==> config.mk <==
export PLATFORM = sky130hd
export DESIGN_NAME = recovery_timer
export DESIGN_NICKNAME = d
export VERILOG_FILES = /design/src/shared/recovery_timer_pkg.sv /design/src/core/recovery_timer.sv /design/src/core/mc_tick_divider.sv /design/src/core/key_sequence_detector.sv
export SDC_FILE = /design/constraint.sdc
export NUM_CORES = 1
export LEC_CHECK = 0
export BUFFER_PORTS_ARGS = -buffer_cell sky130_fd_sc_hd__buf_2
export CAP_MARGIN = 20
export CORE_ASPECT_RATIO = 1.5
export CORE_MARGIN = 8
export CORE_UTILIZATION = 51
export DETAILED_ROUTE_END_ITERATION = 10
export PLACE_DENSITY = 0.73
export SLEW_MARGIN = 10
export SYNTH_ARGS = -nofsm -noshare
export SYNTH_HDL_FRONTEND = slang
export SYNTH_SLANG_ARGS = --single-unit
==> constraint.sdc <==
create_clock -name i_sys_clk -period 3.8 [get_ports i_sys_clk]
set_clock_uncertainty 0.1 [all_clocks]
set_input_delay 0.38 -clock i_sys_clk [delete_from_list [all_inputs] [get_ports i_sys_clk]]
set_output_delay 0.38 -clock i_sys_clk [all_outputs]
set_load 0.01 [all_outputs]
==> src/shared/recovery_timer_pkg.sv <==
// Constants and types shared by the recovery timer files
package recovery_timer_pkg;

   // ===========================================================
   // Special-function register map and key bytes
   localparam logic [7:0] SERVICE_ADDR = 8'ha6;
   localparam logic [7:0] TIMEOUT_ADDR = 8'ha7;
   localparam logic [7:0] KEY_FIRST = 8'he1 ^ 8'hff;
   localparam logic [7:0] KEY_SECOND = 8'he1;
   localparam logic [7:0] READ_ZERO = 8'h00;

   // ===========================================================
   // Field layout and reset values
   localparam int BASE_W = 14;
   localparam int PRESC_W = 7;
   localparam int SEL_W = 3;
   localparam int SEL_LSB = 0;
   localparam int RSVD_W = 8 - SEL_W;
   localparam logic [BASE_W-1:0] BASE_TOP = 14'h3fff;
   localparam logic [BASE_W-1:0] BASE_ZERO = 14'h0000;
   localparam logic [PRESC_W-1:0] PRESC_ZERO = 7'h00;
   localparam logic [PRESC_W-1:0] PRESC_FULL = 7'h7f;
   localparam logic [PRESC_W-1:0] PRESC_ONE = 7'h01;
   localparam logic [BASE_W-1:0] BASE_ONE = 14'h0001;
   localparam logic [SEL_W-1:0] SEL_RESET = 3'h0;
   localparam logic [SEL_W-1:0] SEL_MAX = 3'h7;
   localparam logic [RSVD_W-1:0] RSVD_READ = 5'h00;

   // ===========================================================
   // Timing
   localparam int SYS_CLK_PERIOD_NS = 25;
   localparam int MACHINE_CYCLE_CLOCKS = 6;
   localparam int PERIPH_CLK_PERIOD_NS = 25;
   localparam int PULSE_PERIODS = 96;
   localparam int PULSE_CYCLES =
      (PULSE_PERIODS * PERIPH_CLK_PERIOD_NS + SYS_CLK_PERIOD_NS - 1)
      / SYS_CLK_PERIOD_NS;
   localparam int PULSE_W = 7;
   localparam logic [PULSE_W-1:0] PULSE_LAST = PULSE_W'(PULSE_CYCLES - 1);
   localparam logic [PULSE_W-1:0] PULSE_ZERO = 7'h00;
   localparam logic [PULSE_W-1:0] PULSE_ONE = 7'h01;

   // ===========================================================
   // Watchdog states, one-hot
   typedef enum logic [2:0] {
      ST_OFF   = 3'b001,
      ST_RUN   = 3'b010,
      ST_PULSE = 3'b100
   } wd_state_t;

endpackage : recovery_timer_pkg

==> src/core/recovery_timer.sv <==
// Hardware recovery timer with prescaler and reset-out pulse
//
// Functional notes
// - Disabled and silent after every reset.
// - Writing 1E then E1 enables it.
// - Counts one per machine cycle when running.
// - Software cannot stop it once enabled.
// - Overflow drives high reset pulse out.
// - Same key pair restarts the count.
// - Base counter 14 bits, tops at 3FFF.
// - Service register write-only, counter hidden.
// - Reset pulse lasts 96 peripheral clocks.
// - Seven-bit prescaler extends the time-out.
// - Code n gives 2^(14+n) cycles.
// - Select field resets to 000.
// - Halts while oscillator stopped in power-down.
// - Waits for wake interrupt release.
// - Keeps counting in idle mode.
`timescale 1ns/10ps
module recovery_timer (
   // Clock and reset
   input wire logic i_sys_clk,
   input wire logic i_nrst,
   // Special-function register access
   input wire logic [7:0] i_sfr_addr,
   input wire logic [7:0] i_sfr_wdata,
   input wire logic i_sfr_wr,
   input wire logic i_sfr_rd,
   output logic [7:0] o_sfr_rdata,
   // Power management
   input wire logic i_power_down,
   input wire logic i_idle,
   input wire logic i_wake_int_n,
   // Reset pin drive
   output logic o_rst_out,
   output logic o_rst_oe,
   // Status
   output logic o_running,
   output logic [recovery_timer_pkg::SEL_W-1:0] o_timeout_sel
);
   import recovery_timer_pkg::*;

   // ===========================================================
   // State
   typedef struct packed {
      wd_state_t state;
      logic [BASE_W-1:0] base;
      logic [PRESC_W-1:0] presc;
      logic [SEL_W-1:0] sel;
      logic pd_hold;
      logic [PULSE_W-1:0] pulse_cnt;
      logic rst_out;
      logic rst_oe;
      logic running;
      logic [7:0] rdata;
   } top_state_t;

   localparam top_state_t ST_RESET = '{
      state: ST_OFF,
      base: BASE_ZERO,
      presc: PRESC_ZERO,
      sel: SEL_RESET,
      pd_hold: 1'b0,
      pulse_cnt: PULSE_ZERO,
      rst_out: 1'b0,
      rst_oe: 1'b0,
      running: 1'b0,
      rdata: READ_ZERO
   };

   top_state_t st_q;
   top_state_t st_d;

   logic mc_tick;
   logic key_done;
   logic key_wr;
   logic sel_wr;
   logic halted;
   logic count_en;
   logic [PRESC_W-1:0] presc_mask;
   logic carry;
   logic overflow;
   logic div_run;
   logic div_clear;

   // ===========================================================
   // Decode and counting terms
   // Service writes during the reset pulse are dropped; the core is being reset
   assign key_wr = i_sfr_wr && (i_sfr_addr == SERVICE_ADDR)
                   && (st_q.state != ST_PULSE);
   assign sel_wr = i_sfr_wr && (i_sfr_addr == TIMEOUT_ADDR);

   // Oscillator stopped, or still waiting for the wake pin to rise
   assign halted = i_power_down || st_q.pd_hold;
   // Idle leaves the oscillator running, so idle never gates here
   assign count_en = mc_tick && !halted;

   // Low n prescaler bits form the extension for code n
   assign presc_mask = PRESC_FULL >> (SEL_MAX - st_q.sel);
   assign carry = ((st_q.presc & presc_mask) == presc_mask);
   assign overflow = (st_q.state == ST_RUN) && count_en && carry
                     && (st_q.base == BASE_TOP);

   assign div_run = (st_q.state == ST_RUN) && !halted;
   assign div_clear = key_done || (st_q.state != ST_RUN);

   // ===========================================================
   // Helpers
   mc_tick_divider #(
      .DIV(MACHINE_CYCLE_CLOCKS)
   ) u_div (
      .i_sys_clk(i_sys_clk),
      .i_nrst(i_nrst),
      .i_run(div_run),
      .i_clear(div_clear),
      .o_tick(mc_tick)
   );

   key_sequence_detector u_keys (
      .i_sys_clk(i_sys_clk),
      .i_nrst(i_nrst),
      .i_wr(key_wr),
      .i_data(i_sfr_wdata),
      .o_done(key_done)
   );

   // ===========================================================
   // Next-state logic
   always_comb begin
      st_d = st_q;

      // Power-down wake hold: released only by the wake pin going high
      if (i_power_down) begin
         st_d.pd_hold = 1'b1;
      end else if (i_wake_int_n) begin
         st_d.pd_hold = 1'b0;
      end

      // Time-out select; reserved upper bits are not stored
      if (sel_wr) begin
         st_d.sel = i_sfr_wdata[SEL_LSB +: SEL_W];
      end

      // Read data, one cycle after the strobe; counter never visible
      st_d.rdata = READ_ZERO;
      if (i_sfr_rd) begin
         if (i_sfr_addr == TIMEOUT_ADDR) begin
            st_d.rdata = {RSVD_READ, st_q.sel};
         end else if (i_sfr_addr == SERVICE_ADDR) begin
            st_d.rdata = READ_ZERO;
         end else begin
            st_d.rdata = READ_ZERO;
         end
      end

      case (st_q.state)
         ST_OFF: begin
            // Nothing counts until the key pair arrives
            st_d.base = BASE_ZERO;
            st_d.presc = PRESC_ZERO;
            if (key_done) begin
               st_d.state = ST_RUN;
            end
         end
         ST_RUN: begin
            // No software path leads back to off
            if (overflow) begin
               st_d.state = ST_PULSE;
               st_d.pulse_cnt = PULSE_ZERO;
               st_d.rst_out = 1'b1;
               st_d.rst_oe = 1'b1;
            end else if (key_done) begin
               st_d.base = BASE_ZERO;
               st_d.presc = PRESC_ZERO;
            end else if (count_en) begin
               st_d.presc = st_q.presc + PRESC_ONE;
               if (carry) begin
                  st_d.base = st_q.base + BASE_ONE;
               end
            end
         end
         ST_PULSE: begin
            // Fixed-length pulse, then everything but the wake hold back to reset values
            if (st_q.pulse_cnt == PULSE_LAST) begin
               st_d = ST_RESET;
               st_d.pd_hold = st_q.pd_hold;
            end else begin
               st_d.pulse_cnt = st_q.pulse_cnt + PULSE_ONE;
            end
         end
         default: begin
            st_d = ST_RESET;
         end
      endcase

      st_d.running = (st_d.state == ST_RUN);
   end

   // ===========================================================
   // State register
   always_ff @(posedge i_sys_clk) begin
      if (!i_nrst) begin
         st_q <= ST_RESET;
      end else begin
         st_q <= st_d;
      end
   end

   // Outputs straight from flops
   assign o_sfr_rdata = st_q.rdata;
   assign o_rst_out = st_q.rst_out;
   assign o_rst_oe = st_q.rst_oe;
   assign o_running = st_q.running;
   assign o_timeout_sel = st_q.sel;
endmodule : recovery_timer

==> src/core/mc_tick_divider.sv <==
// Machine-cycle enable pulse divider
`timescale 1ns/10ps
module mc_tick_divider #(
   parameter int DIV = 6
) (
   // Clock and reset
   input wire logic i_sys_clk,
   input wire logic i_nrst,
   // Control
   input wire logic i_run,
   input wire logic i_clear,
   // Enable pulse
   output logic o_tick
);
   localparam int CW = $clog2(DIV);
   localparam logic [CW-1:0] LAST = CW'(DIV - 1);
   localparam logic [CW-1:0] ZERO = CW'(0);
   localparam logic [CW-1:0] ONE = CW'(1);

   typedef struct packed {
      logic [CW-1:0] cnt;
   } div_state_t;

   div_state_t st_q;
   div_state_t st_d;

   // ===========================================================
   // Divider counter, frozen while the oscillator is stopped
   always_comb begin
      st_d = st_q;
      if (i_clear) begin
         st_d.cnt = ZERO;
      end else if (i_run) begin
         st_d.cnt = (st_q.cnt == LAST) ? ZERO : st_q.cnt + ONE;
      end
   end

   always_ff @(posedge i_sys_clk) begin
      if (!i_nrst) begin
         st_q <= '0;
      end else begin
         st_q <= st_d;
      end
   end

   // One pulse per machine cycle
   assign o_tick = i_run && !i_clear && (st_q.cnt == LAST);
endmodule : mc_tick_divider

==> src/core/key_sequence_detector.sv <==
// Two-byte key sequence detector for the service register
`timescale 1ns/10ps
module key_sequence_detector (
   // Clock and reset
   input wire logic i_sys_clk,
   input wire logic i_nrst,
   // Write strobe and data
   input wire logic i_wr,
   input wire logic [7:0] i_data,
   // Sequence complete
   output logic o_done
);
   import recovery_timer_pkg::*;

   typedef struct packed {
      logic armed;
   } key_state_t;

   key_state_t st_q;
   key_state_t st_d;

   // ===========================================================
   // Arm on first byte; any other write disarms
   always_comb begin
      st_d = st_q;
      if (i_wr) begin
         st_d.armed = (i_data == KEY_FIRST);
      end
   end

   always_ff @(posedge i_sys_clk) begin
      if (!i_nrst) begin
         st_q <= '0;
      end else begin
         st_q <= st_d;
      end
   end

   // Second byte counts only right after the first
   assign o_done = i_wr && st_q.armed && (i_data == KEY_SECOND);
endmodule : key_sequence_detector

======== Word level (Yosys, flattened, before mapping) ========
Cells that the tools add are included.
word-level totals
  bits in read-only memories .............. 0
  logic and storage cells ................. 83
  register bits ........................... 50
  output and inout port bits .............. 14
  memories ................................ 0
  RAM bits ................................ 0
  input bits .............................. 23
  bits in latches ......................... 0
cells by class
  mux-type cells .......................... 20
  div/mod/pow operators ................... 0
  reduce and logical (&&, ||, !) cells .... 22
  bitwise operators ....................... 3
  equality and inequality tests ........... 20
  add/subtract/negate cells ............... 5
  magnitude comparators ................... 0
  multiply operators ...................... 0
  shift operators ......................... 1
operators with widths
  kind                   number
  $pmux 24 s3            1
  $mux 21                3
  $mux 28                1
  $pmux 9 s3             1
  $eq 8x8->1 const B     3
  $mux 3                 6
  $pmux 8 s2             1
  $add 14x1->14 const B  1
  $add 7x1->7 const B    2
  $eq 14x14->1 const B   1
  $mux 14                1
  $logic_and 1x1->1      12
  $mux 11                1
  $mux 9                 1
  $ne 3x3->1 const B     3
  $eq 8x5->1 const B     1
  $ne 2x2->1 const B     4
  $pmux 4 s2             1
  $and 7x7->7            1
  $eq 7x7->1             1
  $eq 7x7->1 const B     1
  $mux 7                 1
  $shr 7x3->7 const A    1
  $eq 3x2->1 const B     2
  other kinds (13)       20

======== Logic depth before layout (Yosys ltp) ========
Gate-level depths: netlist of run 1.
  word-level depth ........................ 16
  depth in mapped cells ................... 9
  depth with buffers taken out ............ 7

======== Cells and area by module ========
Synthesis of run 1 repeated with hierarchy kept, for this count alone.
second synthesis, totals
  cells, all modules ...................... 303
  area, all modules ....................... 2522.4 sq um
modules (own cells, without submodules)
  module                 area an instance (sq um)  times used  sequential area each (sq um)  cells each
  recovery_timer         2293.4                    1           800.8                         281
  mc_tick_divider        141.4                     1           60.1                          14
  key_sequence_detector  87.6                      1           20.0                          8

======== Least setup slack after synthesis of run 1 ========
OpenSTA, ideal clock, no wires.
  path kind ............................... reg2reg
  start point ............................. register st_q[29] in the netlist's numbering
  end point ............................... register st_q[41] in the netlist's numbering
  cell stages (with the launch flop) ...... 9
  path buffers ............................ 1
  required time ........................... 3.566 ns
  period minus slack after synthesis ...... 2.055 ns
  arrival time ............................ 1.821 ns
  slack ................................... 1.745 ns
  setup time .............................. 0.134 ns
  cell sequence ........................... dfxtp_1 ha_1 nand4_1 nor4_4 nor2_1 and2_0 clkbuf_2 a41oi_1 a311oi_1
on the way
  cells in the longest elaborated chain, start to end .. 6
  elaborated cells on any way between the ends .. 10
  those cells by class .................... 1 x add/sub; 2 x eq/ne; 5 x mux; 2 x reduce/logical
ends and longest elaborated chain
  item                    line                   RTL
  start, declared         recovery_timer.sv:71   top_state_t st_q;
  start signal, assigned  recovery_timer.sv:205  st_q <= st_d;
  $add 14x1->14           recovery_timer.sv:178  st_d.base = st_q.base + BASE_ONE;
  $mux 14                 recovery_timer.sv:177  if (carry) begin
  $mux 21                 recovery_timer.sv:175  end else if (count_en) begin
  $mux 21                 recovery_timer.sv:172  end else if (key_done) begin
  $mux 21                 recovery_timer.sv:167  if (overflow) begin
  $pmux 24 s3             recovery_timer.sv:156  case (st_q.state)
Several ways; a longest one is shown, not always the timed one. The select of a mux whose other input is x is not followed.
A chain may end at the register's enable or synchronous reset.

======== Worst setup path after layout of run 1 ========
  start point ............................. register st_q[22] in the netlist's numbering
  end point ............................... register st_q[41] in the netlist's numbering
on the way
  cells in the longest elaborated chain, start to end .. 6
  elaborated cells on any way between the ends .. 7
  those cells by class .................... 3 x eq/ne; 1 x bitwise; 3 x reduce/logical
ends and longest elaborated chain
  item                                 line                   RTL
  $and 7x7->7 *                        recovery_timer.sv:100  assign carry = ((st_q.presc & presc_mask) == presc_mask);
  $eq 7x7->1 *                         recovery_timer.sv:100
  $logic_and 1x1->1                    recovery_timer.sv:101  assign overflow = (st_q.state == ST_RUN) && count_en && carry
  $logic_and 1x1->1                    recovery_timer.sv:102  && (st_q.base == BASE_TOP);
  $ne 2x2->1 (no source line)          n/a
  $reduce_and 4->1 (no source line) *  n/a
Every way passes the cells marked *; elsewhere a longest branch is shown, timed or not.

==> results.cfg, run 1 <==
[setup_path]
cp_data_arrival_time_ns = 2.58
critPathMaxStageDelay_ns = 0.54
crit_type = flop to flop
crit_path_top_delay_cell = nor3b_2
cp_max_fo = 11
crit_chain = and3_1 > a31o_4 > nor3b_2 > and2_0 > a41oi_1 > a311oi_1
worstPathRequired_ns = 3.90
critical_path.endpoint_type = flop
crit_path_start_kind = flop

[finish]
diodes = 0
drive_gt1_share_pct = 16.7
synthToLayoutAreaGrowth_pct = 7.82
fill_cells = 454
final_util_pct = 56.4
layout.nets = 342

[synth]
synth-xor-area-share_pct = 1.05
synth_top_area_share_pct = 35.3
synth_compound_area_share_pct = 21.8
synth-seq-cells = 44
yosys_warnings = 0
yosysSeqAreaShare_pct = 35.3
ys_top_cells_by_area = dfxtp_1 (35%), buf_4 (4.2%), nor2_1 (4.1%)
synth_commonest_cells = dfxtp_1 (44), nor2_1 (27), nand2_1 (25)
syn_avg_cell_area_um2 = 8.46
synth.most_common_cell = dfxtp_1
synthAdderAreaFrac_pct = 1.50
syn_inst = 295
synthArstFlopShare_pct = 0
synth_top_family_by_area = simple AND/OR/NAND/NOR gates
yosys.area.top_type = dfxtp_1
syn-cell-area_um2 = 2500
synth_flop_cell = dfxtp_1
synth_mux_area_share_pct = 2.06
synth-simple-area-share_pct = 31.2
synth_cell_types = 65
synth_edf_count = 0

[floorplan]
row_count = 31
core_area_um2 = 4770
die_x_um = 73.1
die_area_um2 = 7440
boundaryPins = 37
start_util_pct = 52.3
die_h_um = 102

[clocking]
path_clk_slew_ns = 0.08
clk_latency_ns = 0.29
cts_tree = yes
cts.sinks = 44
numCtsBuffers = 5
cts_hold_buf = 0
cts_resized = 0
htree_num_levels = 2
ctsLongestPathBuffers = 2
cts_root_buf = clkbuf_8
cts_setup_buffers = 0

[sta]
fin_crit_ns = 2.48
rsz0062_at_grt = no
drv_slew = 0
setup_viol = 0
setup_ws_ns = 1.32
timing_hold_violations_final = 0
finalSetupTns_ns = 0
relSlewSlack_pct = 57.4
max_freq_mhz = 403
tightest_slew_ns = 0.637
period_share_pct = 65.3

[grt]
grt_pass1_wl_um = 9770
grt_max_degree = 17
grt_overflow = 0
antenna_found_initial = 0
grt_pass1_vias = 2236
grtUsageTotal_pct = 16.2

[routing]
firstDrtPassIters = 4
first_iter_violations = 111
routed_wl_um = 5670
antenna_left = 0
wl_per_cell_um = 14.8
vias = 2229
via_per_inst = 5.82
drcViolationCount = 0

[pwr]
power_density_nw_per_um2 = 294
peakVddDrop_uv = 209
total_power_mw = 0.791
p_leak_nw = 1.02

[run]
maxCapViolations = 0

[place]
portBuffers = 30
dp_hpwl_um = 4300
dp_slack_ns = 1.36
place.gp.congestion = 0.861

[min_path]
hp-class = input pin to flop

[outcome]
outcome = complete, no violations
==> critical path, delay by kind of cell, from the launching register on <==
kind            cells  cell delay [ns]
simple gates        3             1.25
compound gates      3             0.60
flops               1             0.43
==> worst paths after layout <==
kind | start | end | slack (ns) | cells after the start
worst max-delay path | st_q[22]$_SDFFE_PN0P_ | st_q[41]$_SDFFE_PN0P_ | 1.32 | 6
worst min-delay path | i_sfr_wdata[1] | o_timeout_sel[1]$_SDFF_PN0_ | 0.26 | 3
worst max register to register | st_q[22]$_SDFFE_PN0P_ | st_q[41]$_SDFFE_PN0P_ | 1.32 | 6
worst min register to register | st_q[28]$_SDFFE_PN0P_ | st_q[28]$_SDFFE_PN0P_ | 0.37 | 1
==> power by group <==
group	switching, mW	internal (mW)	leakage, nW	total [mW]
Sequential	0.000645	0.461	0.355	0.462
Combinational	0.0176	0.0125	0.617	0.0301
Clock	0.150	0.148	0.0455	0.299
==> cell usage in the layout (no fill, tap or decap), types with 4 or more instances in the layout <==
master,Yosys,routed
nand3_1,17,17
nor4_1,5,5
a21oi_1,17,17
conb_1,1,5
and3_1,7,7
nand2_1,25,25
and2_1,4,4
dfxtp_1,44,44
buf_2,1,30
mux2i_1,4,4
inv_1,5,5
nor2_1,27,27
o21ai_0,18,18
o21ai_1,4,4
nand4_1,6,6
a31oi_1,11,11
nor3_1,8,8
nand2b_1,4,4
nor2b_1,6,6
clkbuf_8,0,6
==> routing by layer <==
layer | track usage (%) | share of wire, % | up-vias
met5 | 0 | 0 | -
met4 | 6.19 | 1.4 | 0
met3 | 3.57 | 3.3 | 7
met2 | 30.1 | 53 | 36
met1 | 17.1 | 42 | 1066
li1 | - | - | 1120
==> state kept, by name, indices dropped and copies added (netlist names) <==
register and flops:
o_running 1, u_div.st_q 3, u_keys.st_q 1, o_timeout_sel 3, o_rst_out 1, o_sfr_rdata 3
st_q 32
==> final cells by class <==
cell class	count	area (um^2)	share of cell area, %
repair buffers	31	158	5.86
flip-flops and latches	44	881	32.7
multi-input cells	228	1460	54.2
well taps	66	82.6	3.07
clock buffers	8	90.1	3.35
inverters	6	22.5	0.837
==> per-stage QoR <==
| step | cells | hold WS (ns) | cell area (um^2) |
|---|---|---|---|
| after floorplan | 299 | 0.328 | 2510 |
| after global placement | 375 | 0.345 | 2600 |
| after detailed placement | 375 | 0.353 | 2600 |
| after CTS | 383 | 0.256 | 2690 |
| after global routing | 383 | 0.278 | 2690 |
| final | 383 | 0.259 | 2690 |
==> kinds of logic (layout without fill, tap and decap cells) <==
| logic type | Yosys count | count (layout) |
|---|---|---|
| AND/OR/NAND/NOR | 133 | 133 |
| flip-flops | 44 | 44 |
| multiplexers | 5 | 5 |
| AO/OA/AOI/OAI | 79 | 79 |
| other | 1 | 5 |
| adder cells (fa/ha/maj) | 3 | 3 |
| XOR/XNOR | 3 | 3 |
| buffers and inverters | 27 | 45 |
Power figures use the tool's default switching activity.
==> inputs of run 2 (changes only) <==
--- a/config.mk
+++ b/config.mk
@@ -11,7 +11,7 @@
 export CORE_MARGIN = 8
 export CORE_UTILIZATION = 51
 export DETAILED_ROUTE_END_ITERATION = 10
-export PLACE_DENSITY = 0.73
+export PLACE_DENSITY = 0.75
 export SLEW_MARGIN = 10
 export SYNTH_ARGS = -nofsm -noshare
 export SYNTH_HDL_FRONTEND = slang
==> constraint.sdc (replaced) <==
create_clock -name i_sys_clk -period 2.25 [get_ports i_sys_clk]
set_clock_uncertainty 0.1 [all_clocks]
set_input_delay 0.225 -clock i_sys_clk [delete_from_list [all_inputs] [get_ports i_sys_clk]]
set_output_delay 0.225 -clock i_sys_clk [all_outputs]
set_load 0.01 [all_outputs]
==> run 2 against run 1 <==
Non-clock buffer count up 31. Global-route usage up 0.33 points. Routed wire length up 4.3%. First-iteration DRC count up 22%. Clock power up 57%. Total power up 65%. Cell area up 8.8%. Sequential power up 69%. Via count up 4.8%. Combinational power up 89%. Fmax up 16%. Sequential share of layout area down 2.5 points. Critical endpoint is now st_q[13]$_SDFFE_PN0P_. Largest cell class unchanged.
==> results.cfg, run 2 (same netlist as run 1, synthesis figures left out) <==
[pwr]
pwr-share-comb_pct = 4.4
swShare_pct = 22.1
p_leak_nw = 1.17
peakVddDrop_uv = 512
switchingPower_mw = 0.289
p_int_mw = 1.02
p_clk_share_pct = 35.9
p_seq_share_pct = 59.8
power_density_nw_per_um2 = 446

[clocking]
path_clk_slew_ns = 0.08
cts_root_buf = clkbuf_8
cts_tree = yes
cts_hold_buf = 0
htree_num_levels = 2
numCtsBuffers = 5
ctsLongestPathBuffers = 2
clk_latency_ns = 0.30
cts.sinks = 44

[place]
dp_cells = 401
dp_slack_ns = 0.0548
place.gp.congestion = 0.908
dp_hpwl_um = 4490
portBuffers = 30
detailed_place.area_um2 = 2800

[setup_path]
crit_path_top_delay_cell = nor4_4
crit_type = flop to flop
critPathMaxStageDelay_ns = 0.49
worstPathRequired_ns = 2.33
timing.rr.start = st_q[37]$_SDFFE_PN0P_
crit_chain = nand4_2 > nor4_4 > nand4bb_4 > o31ai_4 > o211a_1 > nor3_1
critical_path.endpoint_type = flop
crit_path_start_kind = flop
r2r_setup_slack_ns = 0.10
cp_data_arrival_time_ns = 2.23
cp_max_fo = 7
crit_start = st_q[37]$_SDFFE_PN0P_
rr_worst_depth = 6

[sta]
setup_ws_ns = 0.101
tightest_slew_ns = 0.531
drv_slew = 0
timing_hold_violations_final = 0
setup_viol = 0
period_share_pct = 95.5
rsz0062_at_grt = yes
max_freq_mhz = 465
relSlewSlack_pct = 64.5
fin_crit_ns = 2.15

[finish]
layout_common_cells = dfxtp_1 (40), buf_4 (32), buf_2 (30)
synthToLayoutAreaGrowth_pct = 17.3
design_area_um2 = 2930
instances_no_fill = 413
diodes = 0
largest_register_ffs = 32
regMostFlops = st_q
drive_gt1_share_pct = 25.6
fill_cells = 453
layout_commonest_cell = dfxtp_1
layout.nets = 373

[grt]
grtUsageTotal_pct = 16.6
grt_pass1_wl_um = 9960
antenna_found_initial = 0
grt_max_degree = 15
grt_pass1_vias = 2351
grt_overflow = 0

[outcome]
outcome = complete, no violations

[floorplan]
core_area_um2 = 4770
start_util_pct = 52.3
die_area_um2 = 7440
row_count = 31
die_x_um = 73.1
boundaryPins = 37
die_h_um = 102

[min_path]
hp-class = input pin to flop
worstHoldStart = i_sfr_wdata[0]
holdPathStages = 3

[routing]
drcViolationCount = 0
via_per_inst = 5.66
antenna_left = 0
firstDrtPassIters = 4
first_iter_violations = 135
vias = 2336
wl_per_cell_um = 14.3
routed_wl_um = 5910

[run]
maxCapViolations = 0
-- run 2: routing by layer --
| metal | share of wire [%] | track usage, % | vias up |
|---|---|---|---|
| met5 | 0 | 0 | - |
| li1 | - | - | 1178 |
| met2 | 54 | 31.7 | 46 |
| met4 | 1.4 | 6.66 | 0 |
| met1 | 41 | 16.7 | 1104 |
| met3 | 3.7 | 3.17 | 8 |
-- run 2: cell type report --
type / instances / area [um^2] / area share, %
Multi-Input combinational cell: 228 / 1470 / 50.2
Sequential cell: 44 / 886 / 30.2
Timing Repair Buffer: 62 / 390 / 13.3
Tap cell: 66 / 82.6 / 2.82
Clock buffer: 6 / 72.6 / 2.48
Inverter: 6 / 22.5 / 0.769
Clock inverter: 1 / 5.00 / 0.171
-- run 2: per-stage QoR --
stage / power [mW] / TNS [ns] / hold WS [ns] / util [%]
after global placement: 0.853 / 0 / 0.345 / 58.6
final: 1.31 / 0 / 0.0834 / 61.4
after CTS: 1.32 / 0 / 0.0761 / 60.2
after detailed placement: 0.855 / 0 / 0.360 / 58.6
after floorplan: 0.829 / 0 / 0.269 / -
after global routing: 1.35 / -0.111 / 0.0905 / 61.4
-- run 2: worst max-delay path: cells and delay by family, from the launching register on --
family	cells	cell delay [ns]
AOI/OAI and AO/OA	2	0.61
and+or+nand+nor	4	0.91
DFF	1	0.40
-- run 2: final timing paths --
check | endpoint
hold reg to reg | st_q[40]$_SDFFE_PN0P_
setup reg to reg | st_q[13]$_SDFFE_PN0P_
setup / recovery | st_q[13]$_SDFFE_PN0P_
hold / removal | o_timeout_sel[0]$_SDFF_PN0_
-- run 2: power by group through the flow --
stage / clock, mW / combinational [mW] / sequential (mW)
6_report: 0.468 / 0.0569 / 0.780
5_1_grt: 0.507 / 0.0627 / 0.780
4_1_cts: 0.479 / 0.0563 / 0.780
3_5_place_dp: 0 / 0.0562 / 0.799
3_3_place_gp: 0 / 0.0551 / 0.798
2_1_floorplan: 0 / 0.0310 / 0.798
-- run 2: what timing repair did --
action                                  4_1_cts  5_1_grt
setup buffers                                 0        5
endpoints found under the setup margin        0       22
endpoints found under the hold margin         0        0
resized for setup                             0        7
